**config.mk**
```make
export PLATFORM = sky130hd
export DESIGN_NAME = ddr3_dual_channel_mapper
export DESIGN_NICKNAME = d
export VERILOG_FILES = /design/src/hw/ddr3_map_pkg.sv /design/src/hw/ddr3_dual_channel_mapper.sv /design/src/hw/ddr3_cmd_pacer.sv /design/src/hw/ddr3_chan_timing.sv
export VERILOG_INCLUDE_DIRS = /design/src /design/src/hw
export SDC_FILE = /design/constraint.sdc
export NUM_CORES = 1
export LEC_CHECK = 0
export BUFFER_PORTS_ARGS = -buffer_cell sky130_fd_sc_hd__buf_2
export CORE_MARGIN = 3
export CORE_UTILIZATION = 45
export DETAILED_ROUTE_END_ITERATION = 16
export HOLD_SLACK_MARGIN = 0.15
export PLACE_DENSITY = 0.82
export SKIP_CTS_REPAIR_TIMING = 1
export SYNTH_ARGS = -nofsm -noshare
export SYNTH_HDL_FRONTEND = slang
export SYNTH_HIERARCHICAL = 1
export SYNTH_SLANG_ARGS = --single-unit
```
**constraint.sdc**
```tcl
create_clock -name i_clk -period 4.3 [get_ports i_clk]
set_input_delay 0.86 -clock i_clk [delete_from_list [all_inputs] [get_ports i_clk]]
set_output_delay 0.86 -clock i_clk [all_outputs]
set_load 0.01 [all_outputs]
```
**src/hw/ddr3_map_params.svh**
```systemverilog
// timing, encoding and geometry constants for the dual-channel mapper
`ifndef DDR3_MAP_PARAMS_SVH
`define DDR3_MAP_PARAMS_SVH
`define RATE_1066 1'b0
`define RATE_1333 1'b1
`define T_CL_1066_A 5'h07
`define T_RCD_1066_A 5'h07
`define T_RP_1066_A 5'h07
`define CWL_1066_A 5'h06
`define T_CL_1066_B 5'h08
`define T_RCD_1066_B 5'h08
`define T_RP_1066_B 5'h08
`define CWL_1066_B 5'h06
`define T_CL_1333 5'h09
`define T_RCD_1333 5'h09
`define T_RP_1333 5'h09
`define CWL_1333 5'h07
`define LINE_BIT 6
`define ROW_MIN 5'h0d
`define ROW_MAX 5'h10
`define COL_BITS 4'ha
`define BANK_BITS 2'h3
`define RANK_MAX 3'h4
`define CMD_GAP_2CLK 2'h2
`endif

```
**src/hw/ddr3_map_pkg.sv**
```systemverilog
// types shared by the dual-channel mapper
package ddr3_map_pkg;
    // operating organisation
    typedef enum logic [1:0] {
        MODE_NONE,
        MODE_SINGLE,
        MODE_ZONED,
        MODE_SYMMETRIC
    } org_mode_t;
    // per-module population and capability from presence-detect data
    typedef struct packed {
        logic present;
        logic rate_1333;
        logic slow_bin;
        logic dual_rank;
        logic [4:0] row_bits;
        logic [3:0] size_gb;
    } module_info_t;
    // per-channel applied timing
    typedef struct packed {
        logic [4:0] t_cl;
        logic [4:0] t_rcd;
        logic [4:0] t_rp;
        logic [4:0] cwl;
        logic two_clk;
    } chan_timing_t;
    // request toward a channel
    typedef struct packed {
        logic [35:0] offset;
        logic write;
    } chan_req_t;
endpackage

```
**src/hw/ddr3_dual_channel_mapper.sv**
```systemverilog
// top of the dual-channel organisation and address mapper
`timescale 1ns/1ps
`include "ddr3_map_params.svh"
module ddr3_dual_channel_mapper
    import ddr3_map_pkg::*;
#(
    parameter int ADDR_W = 36
) (
    // clock and reset
    input wire logic i_clk,
    input wire logic i_rst,
    // module population, slot order [ch*2+slot]
    input ddr3_map_pkg::module_info_t i_mod0,
    input ddr3_map_pkg::module_info_t i_mod1,
    input ddr3_map_pkg::module_info_t i_mod2,
    input ddr3_map_pkg::module_info_t i_mod3,
    // configuration
    input wire logic i_cfg_load,
    input wire logic i_want_one_clk,
    input wire logic i_a_is_phys1,
    // request from the processor side
    input wire logic i_req_valid,
    input wire logic [ADDR_W-1:0] i_req_addr,
    input wire logic i_req_write,
    output logic o_req_ready,
    // channel 0 request and completion
    output logic o_ch0_valid,
    output ddr3_map_pkg::chan_req_t o_ch0_req,
    input wire logic i_ch0_done,
    // channel 1 request and completion
    output logic o_ch1_valid,
    output ddr3_map_pkg::chan_req_t o_ch1_req,
    input wire logic i_ch1_done,
    // status
    output ddr3_map_pkg::org_mode_t o_mode,
    output logic o_rate_1333,
    output logic o_cfg_error,
    output ddr3_map_pkg::chan_timing_t o_ch0_timing,
    output ddr3_map_pkg::chan_timing_t o_ch1_timing
);
    // capacity of a channel in GB units; 4 bits per module, summed
    function automatic logic [4:0] chan_size(input module_info_t s0, input module_info_t s1);
        chan_size = (s0.present ? {1'b0, s0.size_gb} : 5'h00) + (s1.present ? {1'b0, s1.size_gb} : 5'h00);
    endfunction

    // module geometry supported by the decoder
    function automatic logic geom_ok(input module_info_t m);
        geom_ok = !m.present || (m.row_bits >= `ROW_MIN && m.row_bits <= `ROW_MAX);
    endfunction

    module_info_t mods [4]; // slot array, two per channel
    assign mods[0] = i_mod0;
    assign mods[1] = i_mod1;
    assign mods[2] = i_mod2;
    assign mods[3] = i_mod3;

    // configuration state
    org_mode_t mode_r, mode_nxt;
    logic rate_r, rate_nxt; // common rate
    logic err_r, err_nxt; // unsupported population
    logic big_r, big_nxt; // physical index of the larger channel
    logic single_r, single_nxt; // physical channel used in single mode
    logic [ADDR_W-1:0] zone_r, zone_nxt; // byte size of symmetric zone, both channels
    logic [4:0] size0, size1;
    logic geom_all;
    logic slow_rate;
    logic [3:0] geo_ok;

    // per-slot geometry check
    genvar g;
    generate
        for (g = 0; g < 4; g++) begin : g_geom
            assign geo_ok[g] = geom_ok(mods[g]);
        end
    endgenerate

    // derive organisation from the population when loaded
    always_comb begin
        size0 = chan_size(mods[0], mods[1]);
        size1 = chan_size(mods[2], mods[3]);
        geom_all = &geo_ok;
        // any present module limited to the lower rate pulls everyone down
        slow_rate = (mods[0].present && !mods[0].rate_1333) || (mods[1].present && !mods[1].rate_1333) ||
                    (mods[2].present && !mods[2].rate_1333) || (mods[3].present && !mods[3].rate_1333);
        mode_nxt = mode_r;
        rate_nxt = rate_r;
        err_nxt = err_r;
        big_nxt = big_r;
        single_nxt = single_r;
        zone_nxt = zone_r;
        if (i_cfg_load) begin
            rate_nxt = slow_rate ? `RATE_1066 : `RATE_1333;
            big_nxt = (size1 > size0);
            // logical A must be the larger channel
            err_nxt = !geom_all || (i_a_is_phys1 ? (size1 < size0) : (size0 < size1));
            zone_nxt = '0;
            if (size0 != 5'h00 && size1 != 5'h00) begin
                // both populated, dual modes; densities may differ
                mode_nxt = (size0 == size1) ? MODE_SYMMETRIC : MODE_ZONED;
                // symmetric zone is twice the smaller channel
                // sizes count whole gigabytes, so placing the smaller one at bit 31 already doubles it
                zone_nxt = ADDR_W'({((size0 < size1) ? size0 : size1), 31'h0});
            end else if (size0 != 5'h00 || size1 != 5'h00) begin
                mode_nxt = MODE_SINGLE;
                single_nxt = (size1 != 5'h00);
            end else begin
                mode_nxt = MODE_NONE;
            end
        end
    end

    always_ff @(posedge i_clk) begin
        if (i_rst) begin
            mode_r <= MODE_NONE;
            rate_r <= `RATE_1066;
            err_r <= 1'b0;
            big_r <= 1'b0;
            single_r <= 1'b0;
            zone_r <= '0;
        end else begin
            mode_r <= mode_nxt;
            rate_r <= rate_nxt;
            err_r <= err_nxt;
            big_r <= big_nxt;
            single_r <= single_nxt;
            zone_r <= zone_nxt;
        end
    end

    assign o_mode = mode_r;
    assign o_rate_1333 = rate_r;
    assign o_cfg_error = err_r;

    // channel timing selection
    ddr3_chan_timing u_tim0 (
        .i_slot0(mods[0]),
        .i_slot1(mods[1]),
        .i_rate_1333(rate_r),
        .i_want_one_clk(i_want_one_clk),
        .o_timing(o_ch0_timing)
    );
    ddr3_chan_timing u_tim1 (
        .i_slot0(mods[2]),
        .i_slot1(mods[3]),
        .i_rate_1333(rate_r),
        .i_want_one_clk(i_want_one_clk),
        .o_timing(o_ch1_timing)
    );

    // address steering
    logic tgt; // physical channel chosen
    logic [ADDR_W-1:0] off; // channel-local byte offset
    logic [ADDR_W-1:0] line_off; // interleaved offset with bit 6 squeezed out
    logic map_ok; // mode allows traffic
    logic [1:0] busy_r, busy_nxt; // request pending per channel
    logic [1:0] pace_ok;
    logic [1:0] issue;
    logic accept;

    always_comb begin
        line_off = {1'b0, i_req_addr[ADDR_W-1:`LINE_BIT+1], i_req_addr[`LINE_BIT-1:0]};
        map_ok = (mode_r != MODE_NONE) && !err_r;
        tgt = 1'b0;
        off = i_req_addr;
        case (mode_r)
            MODE_SINGLE: begin
                tgt = single_r;
                off = i_req_addr;
            end
            MODE_SYMMETRIC: begin
                tgt = i_req_addr[`LINE_BIT];
                off = line_off;
            end
            MODE_ZONED: begin
                if (i_req_addr < zone_r) begin
                    tgt = i_req_addr[`LINE_BIT];
                    off = line_off;
                end else begin
                    tgt = big_r;
                    off = i_req_addr - (zone_r >> 1);
                end
            end
            default: begin
                tgt = 1'b0;
                off = i_req_addr;
            end
        endcase
        // a busy channel blocks only itself, the other stays open
        accept = i_req_valid && map_ok && !busy_r[tgt] && pace_ok[tgt];
        issue = {accept && tgt, accept && !tgt};
        busy_nxt = (busy_r | issue) & ~{i_ch1_done, i_ch0_done};
        busy_nxt = busy_nxt | issue;
    end

    always_ff @(posedge i_clk) begin
        if (i_rst) begin
            busy_r <= 2'b00;
            o_ch0_valid <= 1'b0;
            o_ch1_valid <= 1'b0;
            o_ch0_req <= '0;
            o_ch1_req <= '0;
        end else begin
            busy_r <= busy_nxt;
            o_ch0_valid <= issue[0];
            o_ch1_valid <= issue[1];
            if (issue[0]) begin
                o_ch0_req <= '{offset: 36'(off), write: i_req_write};
            end
            if (issue[1]) begin
                o_ch1_req <= '{offset: 36'(off), write: i_req_write};
            end
        end
    end

    assign o_req_ready = map_ok && !busy_r[tgt] && pace_ok[tgt];

    // command-rate pacing per channel
    ddr3_cmd_pacer u_pace0 (
        .i_clk(i_clk),
        .i_rst(i_rst),
        .i_two_clk(o_ch0_timing.two_clk),
        .i_issue(issue[0]),
        .o_ready(pace_ok[0])
    );
    ddr3_cmd_pacer u_pace1 (
        .i_clk(i_clk),
        .i_rst(i_rst),
        .i_two_clk(o_ch1_timing.two_clk),
        .i_issue(issue[1]),
        .o_ready(pace_ok[1])
    );

    // single mode on channel 0 leaves channel 1 silent
    single_route_a: assert property (@(posedge i_clk) disable iff (i_rst)
        (mode_r == MODE_SINGLE && !single_r) |-> !issue[1]) else $error("single mode hit idle channel");
    // single mode on channel 1 leaves channel 0 silent
    single_route1_a: assert property (@(posedge i_clk) disable iff (i_rst)
        (mode_r == MODE_SINGLE && single_r) |-> !issue[0]) else $error("single mode hit idle channel 0");
    // single mode passes the byte address through unchanged
    single_offset_a: assert property (@(posedge i_clk) disable iff (i_rst)
        (mode_r == MODE_SINGLE && accept) |=>
        ((o_ch0_valid ? o_ch0_req.offset : o_ch1_req.offset) == 36'($past(i_req_addr))))
        else $error("single mode offset altered");
    // the strobe that appears belongs to the line's channel
    line_alt_a: assert property (@(posedge i_clk) disable iff (i_rst)
        (mode_r == MODE_SYMMETRIC && accept) |=> ($past(i_req_addr[`LINE_BIT]) ? o_ch1_valid : o_ch0_valid))
        else $error("line steering wrong");
    // the interleaved zone holds whole line pairs and is never empty in dual modes
    zone_shape_a: assert property (@(posedge i_clk) disable iff (i_rst)
        (mode_r == MODE_ZONED || mode_r == MODE_SYMMETRIC) |-> (zone_r != '0 && zone_r[`LINE_BIT:0] == '0))
        else $error("symmetric zone malformed");
    // low-zone requests of zoned mode still alternate by line
    zone_low_a: assert property (@(posedge i_clk) disable iff (i_rst)
        (mode_r == MODE_ZONED && accept && i_req_addr < zone_r) |=>
        ($past(i_req_addr[`LINE_BIT]) ? o_ch1_valid : o_ch0_valid)) else $error("low zone steering wrong");
    // requests above the zone reach the larger channel
    upper_zone_a: assert property (@(posedge i_clk) disable iff (i_rst)
        (mode_r == MODE_ZONED && accept && i_req_addr >= zone_r) |=> ($past(big_r) ? o_ch1_valid : o_ch0_valid))
        else $error("upper zone wrong");
    // a population missing one channel never selects a dual mode
    dual_pop_a: assert property (@(posedge i_clk) disable iff (i_rst)
        $rose(i_cfg_load) ##0 (size0 == 5'h00 || size1 == 5'h00) |=> mode_r != MODE_ZONED && mode_r != MODE_SYMMETRIC)
        else $error("dual mode without both channels");
    // equal channels interleave the whole space
    sym_whole_a: assert property (@(posedge i_clk) disable iff (i_rst)
        (i_cfg_load && size0 == size1 && size0 != 5'h00) |=> (mode_r == MODE_SYMMETRIC))
        else $error("equal channels not fully interleaved");
    // a refused population keeps the request side closed
    cfg_block_a: assert property (@(posedge i_clk) disable iff (i_rst)
        o_cfg_error |-> !o_req_ready) else $error("traffic taken despite refused population");
    // two modules on a channel always run at the double rate
    two_mod_rate_a: assert property (@(posedge i_clk) disable iff (i_rst)
        (mods[0].present && mods[1].present) |-> o_ch0_timing.two_clk) else $error("two modules at single rate");
    two_mod_rate1_a: assert property (@(posedge i_clk) disable iff (i_rst)
        (mods[2].present && mods[3].present) |-> o_ch1_timing.two_clk) else $error("two modules at single rate 1");
    // latched rate follows the slowest module and moves only on a load
    low_rate_a: assert property (@(posedge i_clk) disable iff (i_rst)
        (i_cfg_load && slow_rate) |=> rate_r == `RATE_1066) else $error("rate above slowest module");
    rate_hold_a: assert property (@(posedge i_clk) disable iff (i_rst)
        !i_cfg_load |=> $stable(rate_r)) else $error("rate moved without a load");
    // a pending channel takes no second command
    one_pending_a: assert property (@(posedge i_clk) disable iff (i_rst)
        (busy_r != 2'b00) |-> ((busy_r & issue) == 2'b00)) else $error("second command to a busy channel");
    // the idle channel still starts while the other one waits for data
    opposite_go_a: assert property (@(posedge i_clk) disable iff (i_rst)
        (busy_r[0] && !busy_r[1] && pace_ok[1] && map_ok && i_req_valid && tgt) |=> o_ch1_valid)
        else $error("opposite channel blocked");
    // the upper rate always uses its single bin
    bin_1333_a: assert property (@(posedge i_clk) disable iff (i_rst)
        (rate_r == `RATE_1333) |-> (o_ch0_timing.t_cl == `T_CL_1333 && o_ch1_timing.cwl == `CWL_1333))
        else $error("wrong bin at upper rate");
endmodule // ddr3_dual_channel_mapper

```
**src/hw/ddr3_cmd_pacer.sv**
```systemverilog
// per-channel command spacing for one- or two-clock command rate
`timescale 1ns/1ps
`include "ddr3_map_params.svh"
module ddr3_cmd_pacer (
    // clock and reset
    input wire logic i_clk,
    input wire logic i_rst,
    // control
    input wire logic i_two_clk,
    input wire logic i_issue,
    // status
    output logic o_ready
);
    logic [1:0] gap_r; // cycles since last issue, saturating
    logic [1:0] gap_nxt;

    // count cycles after each issued command
    always_comb begin
        gap_nxt = gap_r;
        if (i_issue && o_ready) begin
            gap_nxt = 2'h1;
        end else if (gap_r != `CMD_GAP_2CLK) begin
            gap_nxt = gap_r + 2'h1;
        end
    end

    always_ff @(posedge i_clk) begin
        if (i_rst) begin
            gap_r <= `CMD_GAP_2CLK;
        end else begin
            gap_r <= gap_nxt;
        end
    end

    // single rate allows every clock, double rate every second clock
    assign o_ready = !i_two_clk || (gap_r == `CMD_GAP_2CLK);

    two_clk_gap_a: assert property (@(posedge i_clk) disable iff (i_rst)
        (i_two_clk && i_issue && o_ready) |=> !o_ready) else $error("double rate issued back to back");
endmodule // ddr3_cmd_pacer

```
**src/hw/ddr3_chan_timing.sv**
```systemverilog
// per-channel timing select: worst latency among modules at the common rate
`timescale 1ns/1ps
`include "ddr3_map_params.svh"
module ddr3_chan_timing
    import ddr3_map_pkg::*;
(
    // population of the two slots of this channel
    input ddr3_map_pkg::module_info_t i_slot0,
    input ddr3_map_pkg::module_info_t i_slot1,
    // common system rate
    input wire logic i_rate_1333,
    input wire logic i_want_one_clk,
    // applied timing
    output ddr3_map_pkg::chan_timing_t o_timing
);
    logic slow; // any present module needs the slower bin
    logic two_mod; // two modules on this channel

    always_comb begin
        slow = (i_slot0.present && i_slot0.slow_bin) || (i_slot1.present && i_slot1.slow_bin);
        two_mod = i_slot0.present && i_slot1.present;
        o_timing.two_clk = two_mod || !i_want_one_clk;
        if (i_rate_1333 == `RATE_1333) begin
            // only bin at the upper rate
            o_timing.t_cl = `T_CL_1333;
            o_timing.t_rcd = `T_RCD_1333;
            o_timing.t_rp = `T_RP_1333;
            o_timing.cwl = `CWL_1333;
        end else if (slow) begin
            // slower bin at the lower rate
            o_timing.t_cl = `T_CL_1066_B;
            o_timing.t_rcd = `T_RCD_1066_B;
            o_timing.t_rp = `T_RP_1066_B;
            o_timing.cwl = `CWL_1066_B;
        end else begin
            // faster bin at the lower rate
            o_timing.t_cl = `T_CL_1066_A;
            o_timing.t_rcd = `T_RCD_1066_A;
            o_timing.t_rp = `T_RP_1066_A;
            o_timing.cwl = `CWL_1066_A;
        end
    end
endmodule // ddr3_chan_timing

```
---- Word-level counts from Yosys, hierarchy flattened ----
Index checks and enable logic that the tools add are counted.
storage, ports and cells
  logic and storage cells ................. 135
  output and inout bits ................... 123
  register bits after elaboration ......... 124
  bits of input ports ..................... 97
operators by class
  $add $sub $neg .......................... 5
  eq/ne operators ......................... 8
  bitwise gates (word level) .............. 5
  reduce and logical (&&, ||, !) cells .... 62
  order comparisons ....................... 13
  multiplexer cells ....................... 27
operators by type and width
  cell                                                                   count
  19-bit two-way mux                                                     4
  36-bit two-way mux                                                     2
  36-bit case mux with 2 select lines                                    1
  36-bit < comparator                                                    1
  36-bit by 35-bit subtractor with 36-bit output                         1
  1-bit logical AND                                                      25
  5-bit by 4-bit >= comparator with 1-bit output, second input constant  4
  5-bit <= comparator, second input constant                             4
  4-bit two-way mux                                                      4
  1-bit logical NOT                                                      15
  1-bit logical OR                                                       15
  4-bit by 4-bit adder with 5-bit output                                 2
  5-bit < comparator                                                     2
  2-bit two-way mux                                                      5
  5-bit nonzero test                                                     2
  1-bit two-way mux                                                      9
  2-bit equality test, second input constant                             4
  2-bit nonzero test                                                     3
  5-bit equality test                                                    1
  5-bit greater-than comparator                                          1
  5-bit two-way mux                                                      1
  2-bit by 1-bit adder with 2-bit output, second input constant          2
  2-bit inequality test, second input constant                           2
  2-bit OR                                                               2
  other kinds (8)                                                        8

---- Logic depth before layout (Yosys ltp) ----
Gate-level depths: netlist (run 1).
  depth after elaboration ................. 12
  mapped depth ............................ 14

---- Modules after synthesis ----
The synthesis (run 1) kept the hierarchy.
by module, submodules not included
  module                    area each (µm²)  times used  cells an instance
  ddr3_dual_channel_mapper  4570.6           1           513
  ddr3_chan_timing          176.4            2           25
  ddr3_cmd_pacer            112.6            2           11

---- Worst setup path after synthesis (run 1) ----
No wires, ideal clock.
  kind .................................... input -> register
  start point ............................. in i_mod0[12] (netlist bit)
  end point ............................... reg err_r (netlist: o_cfg_error)
  arrival ................................. 3.475 ns
  stages on the path ...................... 12
  slack ................................... 0.734 ns
  buffers on the path ..................... 0
  required time ........................... 4.209 ns
  cells stage by stage .................... and2_1 -> ha_1 -> inv_1 -> fa_1 -> inv_1 -> ha_1 -> nor2b_1 -> o21ai_0 -> nand2b_1 -> a221oi_2 -> mux2_2 -> a311oi_1
between the ends
  longest elaborated chain between the ends .. 5
ends and longest elaborated chain
  item                                                                               RTL line                                                        RTL
  start: declaration                                                                 ddr3_dual_channel_mapper.sv:13                                  input ddr3_map_pkg::module_info_t i_mod0,
  4-bit two-way mux / 1-bit logical NOT (equally long branches)                      ddr3_dual_channel_mapper.sv:43, ddr3_dual_channel_mapper.sv:48
  4-bit by 4-bit adder with 5-bit output / 1-bit logical OR (equally long branches)  ddr3_dual_channel_mapper.sv:43, ddr3_dual_channel_mapper.sv:48
  5-bit < comparator / 4-bit AND reduction (equally long branches)                   ddr3_dual_channel_mapper.sv:95, ddr3_dual_channel_mapper.sv:81
  1-bit two-way mux / 1-bit logical NOT (equally long branches)                      ddr3_dual_channel_mapper.sv:95                                  err_nxt = !geom_all || (i_a_is_phys1 ? (size1 < size0) : (size0 < size1));
  1-bit logical OR *                                                                 ddr3_dual_channel_mapper.sv:95
  end signal: assignment                                                             ddr3_dual_channel_mapper.sv:123                                 err_r <= err_nxt;
  end: declaration                                                                   ddr3_dual_channel_mapper.sv:60                                  logic err_r, err_nxt;
Every way passes the cells marked *; elsewhere a longest branch is shown, timed or not.
A chain may end at the register's enable or synchronous reset.

---- Worst setup path in the final report (run 1) ----
  start point ............................. in i_req_addr[33]
  end point ............................... out o_req_ready
between the ends
  longest elaborated chain between the ends .. 8
ends and longest elaborated chain
  item                                                  RTL line                         RTL
  start: declaration                                    ddr3_dual_channel_mapper.sv:23   input wire logic [ADDR_W-1:0] i_req_addr,
  36-bit < comparator *                                 ddr3_dual_channel_mapper.sv:175  if (i_req_addr < zone_r) begin
  1-bit two-way mux *                                   ddr3_dual_channel_mapper.sv:175
  1-bit case mux with 3 select lines *                  ddr3_dual_channel_mapper.sv:165  case (mode_r)
  1-bit two-way mux (implied by the code) (2 in a row)  ddr3_dual_channel_mapper.sv:215  assign o_req_ready = map_ok && !busy_r[tgt] && pace_ok[tgt];
  1-bit logical NOT                                     ddr3_dual_channel_mapper.sv:215
  1-bit logical AND                                     ddr3_dual_channel_mapper.sv:215
  1-bit logical AND *                                   ddr3_dual_channel_mapper.sv:215
  end: declaration                                      ddr3_dual_channel_mapper.sv:25   output logic o_req_ready,
Every way passes the cells marked *; elsewhere a longest branch is shown, timed or not. The select of a mux whose other input is x is not followed.

==> results.toml, run 1 <==
[placement]
io_buffers = 201
dpl.hpwl_um = 10000
dp_slack_ns = 0.658
gp_congestion = 0.826
dp.cells = 881

[critical_path]
path_class = "input pin to output port"
path_cells = "buf_2 -> ha_1 -> nand2_1 -> o21ai_1 -> a21o_1 -> mux2_4 -> nor3_1 -> o21a_1 -> buf_2"
timing.rr.start = "zone_r[32]"
slowest_delay_ns = 0.36
cp-end-kind = "output port"
required_ns = 3.44
r2r_slack_ns = 1.51
worstPathArrival_ns = 2.64
crit_top_cell = "buf_2"
cp_max_fo = 4
r2r_end = "o_ch0_req[29]"
reg2reg_depth = 11
start_kind = "input pin"
cp_slowest_cell = "mux2_4"

[cts]
cts_max_level = 3
path_clk_slew_ns = 0.06
clock_path_buffers = 2
numClockSinks = 93
cts-buffers-inserted = 9
insertion_delay_ns = 0.33
cts_tree = "yes"
clockRootBuffer = "clkbuf_16"

[sta]
fin_crit_sh = 0.814
layout_min_cycle_time_ns = 3.50
maxSlewViolCount = 0
fmax_mhz = 286
rsz0062_at_grt = "no"
max-slew-margin-rel = 0.587
setup_viol = 0
tns_ns = 0
setup_ws_ns = 0.801
fin_skew_ns = 0.00814
final-hold-violation-count = 0
worst_pin_slew_ns = 0.619

[route]
viasPerCell = 5.04
dr.pass1.iters = 5
drt_iter0_markers = 222
vias = 4516
antenna_left = 0
wirelength_um = 12700
drc = 0
wl_per_cell_um = 14.2

[status]
status = "finished clean"

[die]
num_rows = 38
die_w_um = 113
die_h_um = 113
boundaryPins = 220
die-area_mm2 = 0.0128
start_util = 0.467
core_area_mm2 = 0.0110

[synthesis]
synthAdderAreaFrac = 0.0700
synth_area_mm2 = 0.00515
synth_compound_area_frac = 0.183
synth-simple-area-share = 0.180
ys_types = 53
syn-instance-count = 585
synth.avg_cell_area_um2 = 8.80
synthXorXnorAreaFrac = 0.0119
synth-seq-cells = 93
synth_top_family_by_area = "compound AO/OA/AOI/OAI gates"
yosysWarnings = 6
synthMuxAreaShare = 0.0926
seq_area_frac_synth = 0.362

[final_layout]
fin_cells = 896
final_layout_size_suffix_gt1_frac = 0.336
post-route-util = 0.573
fin_nets = 876
fillers = 1020
area_growth_pct = 22.8
n_antenna_cell = 0

[global_route]
grt_pass1_wl_um = 20300
grt_util_all_layers = 0.193
antenna_found_initial = 0
grt_max_degree = 48
grt-ovfl-total = 0
grt_pass1_vias = 4235

[pwr]
cellLeakagePower_nw = 3.05
powerDensity_mw_per_mm2 = 394
power_w = 0.00249
peakVddDrop_mv = 0.190

[worst_hold_path]
holdCritStartpoint = "o_ch0_req[35]"
min_to = "o_ch0_req[35]"
min_path_type = "flip-flop to flip-flop"
holdPathStages = 2

[flow_run]
max-cap-violations = 0
[power by group]
group / switching [W] / leakage, nW / internal [W]
Clock: 0.000336 / 0.144 / 0.000455
Sequential: 0.0000476 / 0.756 / 0.000945
Combinational: 0.000397 / 2.15 / 0.000308
Total: 0.000781 / 3.05 / 0.00171
[per-stage QoR]
stage          cell area [um2]  hold slack [ns]
2_1_floorplan             5190            0.425
3_3_place_gp              6030            0.439
3_5_place_dp              6030            0.444
4_1_cts                   6320            0.456
5_1_grt                   6320            0.475
6_report                  6320            0.455
[how the worst max path moves through the flow]
stage	slack (ns)	cells past startpoint	end	start
floorplan	0.73	12	o_cfg_error	i_mod0[12]
global placement	0.74	14	o_cfg_error	i_mod2[12]
detailed placement	0.66	14	o_cfg_error	i_mod3[12]
CTS	0.77	9	o_req_ready	i_req_addr[33]
global route	0.66	9	o_req_ready	i_req_addr[33]
finish	0.80	9	o_req_ready	i_req_addr[33]
[layout make-up]
type	instances	area (um2)	share of cell area
multi-input combinational	411	2820	0.446
sequential	93	1860	0.294
clock buffer	9	225	0.0356
inverter	29	109	0.0172
tap	140	175	0.0277
clock inverter	6	71.3	0.0113
timing repair buffer	208	1060	0.168
[cells in the final DEF, fill, tap and decap left out, types with 3 or more instances in the layout]
cell type,instances
nand2_1,33
nand3b_1,7
buf_4,8
a211oi_1,35
ha_1,24
a211oi_2,15
xnor2_1,4
and2b_2,4
mux2i_1,45
nor2_1,88
a21oi_1,30
buf_2,200
clkbuf_16,9
nor2b_1,7
nor4_1,7
conb_1,14
fa_1,3
nand2b_1,14
o211ai_1,4
o21ai_0,17
dfxtp_1,93
a21o_1,3
and2_1,17
xor2_1,3
inv_1,28
[sequential cells by signal (all words and copies together), names as in the netlist, 2 cells and up]
register / count
zone_r: 5
u_pace0/gap_r: 2
u_pace1/gap_r: 2
o_ch0_req: 37
o_ch1_req: 37
o_mode: 2
busy_r: 2
[cells in the mapped netlist, drive strengths merged]
cell,count,share of area
o311a,2,0.0044
a221oi,2,0.0046
nor3,2,0.0019
o2bb2ai,1,0.0017
or2b,2,0.0029
or2,3,0.0036
o311ai,2,0.0034
and3,1,0.0012
or3b,2,0.0034
clkbuf,19,0.014
dfxtp,93,0.36
xnor2,4,0.0068
o21a,1,0.0015
a21oi,31,0.031
nand2,33,0.024
a22oi,2,0.0049
nor2,88,0.064
a211oi,50,0.087
fa,3,0.012
nand2b,14,0.017
nand3b,7,0.010
o21bai,1,0.0015
and3b,1,0.0017
nor4,8,0.013
a211o,2,0.0034
nand4,1,0.0012
a311oi,2,0.0034
o211ai,4,0.0058
nor2b,7,0.0085
and2,17,0.021
ha,24,0.058
conb,4,0.0029
buf,43,0.063
mux2i,45,0.087
o21ai,20,0.022
and2b,4,0.0068
a2bb2oi,1,0.0017
a21o,3,0.0044
inv,29,0.021
xor2,3,0.0051
o22ai,2,0.0024
mux2,2,0.0051
[cell families (layout without fill, tap and decap cells)]
kind of cell / Yosys count / after routing
adders and majority gates: 27 / 27
muxes: 47 / 47
AOI/OAI and AO/OA: 126 / 126
DFF: 93 / 93
and+or+nand+nor: 190 / 190
buffers and inverters: 91 / 252
other: 4 / 14
xor gates and xnor gates: 7 / 7
[routing by layer]
| metal | share of wire | routed length (um) | track usage | up-vias |
|---|---|---|---|---|
| met4 | 0.0091 | 116 | 0.0481 | 0 |
| met1 | 0.43 | 5430 | 0.231 | 2028 |
| met2 | 0.50 | 6390 | 0.355 | 155 |
| met5 | 0 | 0 | 0 | - |
| met3 | 0.061 | 778 | 0.0332 | 9 |
| li1 | - | - | - | 2324 |
[critical path, delay by kind of cell]
family                     cells  cell delay (ns)
muxes                          1             0.36
buffers and inverters          2             0.27
adders and majority gates      1             0.30
and+or+nand+nor                2             0.23
AOI/OAI and AO/OA              3             0.63
Note: power is estimated with default switching activity, not from simulation.
==> inputs of run 2 (changes only) <==
==> constraint.sdc (replaced) <==
create_clock -name i_clk -period 3.4 [get_ports i_clk]
set_input_delay 0.68 -clock i_clk [delete_from_list [all_inputs] [get_ports i_clk]]
set_output_delay 0.68 -clock i_clk [all_outputs]
set_load 0.01 [all_outputs]
==> run 2 against run 1 <==
Net effect: global-route usage is 0.60 points higher; via count increased by 1.7%; largest cell class unchanged; register-to-register slack lost 0.87 ns; die area stayed put; highest routed layer unchanged; total power up 28%; first-iteration DRC count increased by 27%; largest power group unchanged; critical endpoint unchanged.
==> results.toml, run 2 (same netlist as run 1, synthesis figures left out) <==
[cts]
path_clk_slew_ns = 0.06
cts_tree = "yes"
clockRootBuffer = "clkbuf_16"
numClockSinks = 93
cts_max_level = 3
insertion_delay_ns = 0.33
clock_path_buffers = 2
cts-buffers-inserted = 9

[final_layout]
area_growth_pct = 24.4
post-route-util = 0.581
fin_nets = 882
fillers = 1023
final_area_mm2 = 0.00640
layout_commonest_cell = "buf_2"
fin_cells = 903
n_antenna_cell = 0
reg.largest.list = "o_ch0_req (37), o_ch1_req (37), zone_r (5)"
final_cell_mix = "200 x buf_2, 93 x dfxtp_1, 88 x nor2_1, 45 x mux2i_1, 35 x a211oi_1"
final_layout_size_suffix_gt1_frac = 0.342

[placement]
io_buffers = 201
gp_congestion = 0.819
post_dp_cell_area_mm2 = 0.00610
dpl.hpwl_um = 10200
dp.cells = 887

[pwr]
peakVddDrop_mv = 0.356
cellLeakagePower_nw = 3.10
seq_power_share = 0.391
clkPwrFrac = 0.321
swShare = 0.312
power_frac_comb = 0.288
p_sw_w = 0.000998
p_int_w = 0.00220
powerDensity_mw_per_mm2 = 499

[die]
start_util = 0.467
core_area_mm2 = 0.0110
num_rows = 38
boundaryPins = 220
die_w_um = 113
die-area_mm2 = 0.0128
die_h_um = 113

[critical_path]
r2r_slack_ns = 0.64
cp_top_family = "compound AO/OA/AOI/OAI gates"
path_class = "input pin to output port"
cp_slowest_cell = "mux2_4"
path_cells = "buf_2 -> ha_1 -> nand2_1 -> o21ai_1 -> a21o_1 -> mux2_4 -> nor3_1 -> o21a_1 -> buf_2"
worstPathArrival_ns = 2.51
required_ns = 2.72
cp_num_buf_inv = 2
slowest_delay_ns = 0.37
cp-end-kind = "output port"
crit_top_cell = "buf_2"
start_kind = "input pin"
cp_max_fo = 4

[sta]
max-slew-margin-rel = 0.414
maxSlewViolCount = 0
hold_slack_ns = 0.454
rsz0062_at_grt = "no"
fin_skew_ns = 0.00838
fmax_mhz = 313
fin_crit_sh = 0.939
setup_viol = 0
worst_pin_slew_ns = 0.879
layout_min_cycle_time_ns = 3.19
tns_ns = 0
final-hold-violation-count = 0

[route]
wirelength_um = 13100
vias = 4593
drt_iter0_markers = 283
drc = 0
antenna_left = 0
wl_per_cell_um = 14.5
dr.pass1.iters = 4
viasPerCell = 5.09

[global_route]
grt_util_all_layers = 0.199
grt_pass1_wl_um = 20700
antenna_found_initial = 0
grt-ovfl-total = 0
grt_max_degree = 82
grt_pass1_vias = 4312

[status]
status = "finished clean"

[worst_hold_path]
min_path_type = "flip-flop to flip-flop"

[flow_run]
max-cap-violations = 0
==> run 2: cell types whose count changed in the layout (fill, tap and decap cells not counted), sizes merged <==
| cell | previous run | this run |
|---|---|---|
| clkinvlp | 1 | 0 |
| clkinv | 1 | 2 |
| buf | 208 | 214 |
| clkbuf | 9 | 10 |
==> run 2: cell type report <==
| cell class | instances | area, um2 | area share |
|---|---|---|---|
| Timing Repair Buffer | 214 | 1130 | 0.177 |
| Sequential cell | 93 | 1860 | 0.291 |
| Clock inverter | 6 | 68.8 | 0.0107 |
| Inverter | 29 | 109 | 0.0170 |
| Clock buffer | 10 | 239 | 0.0373 |
| Tap cell | 140 | 175 | 0.0273 |
| Multi-Input combinational cell | 411 | 2820 | 0.440 |
==> run 2: worst paths after layout <==
kind	start	to	depth (start not counted)
setup / recovery	i_req_addr[33]	o_req_ready	9
hold / removal	zone_r[35]	zone_r[35]	2
setup reg to reg	zone_r[32]	o_ch1_req[34]	10
hold reg to reg	zone_r[35]	zone_r[35]	2
==> run 2: layer usage <==
layer	GRT usage	share of wire	up-vias
met5	0	0	-
met4	0.0569	0.016	0
met3	0.0406	0.071	18
met2	0.364	0.50	167
met1	0.233	0.41	2079
li1	-	-	2329
==> run 2: power groups by stage <==
stage               Clock, W  Sequential (W)  Combinational (W)
global placement           0         0.00127           0.000902
finish               0.00103         0.00125           0.000919
floorplan                  0         0.00130           0.000622
global route         0.00110         0.00126            0.00103
detailed placement         0         0.00127           0.000924
CTS                  0.00105         0.00125           0.000928
==> run 2: worst min-delay path, stage by stage (launching register included) <==
cell and delay, ns:
dfxtp_1 0.32, nand2_1 0.05, o21ai_0 0.05
==> run 2: through the flow <==
step | setup slack [ns] | total power (W)
5_1_grt | 0.0823 | 0.00339
3_5_place_dp | 0.0183 | 0.00220
6_report | 0.207 | 0.00320
2_1_floorplan | 0.0145 | 0.00193
4_1_cts | 0.195 | 0.00323
3_3_place_gp | 0.0754 | 0.00217
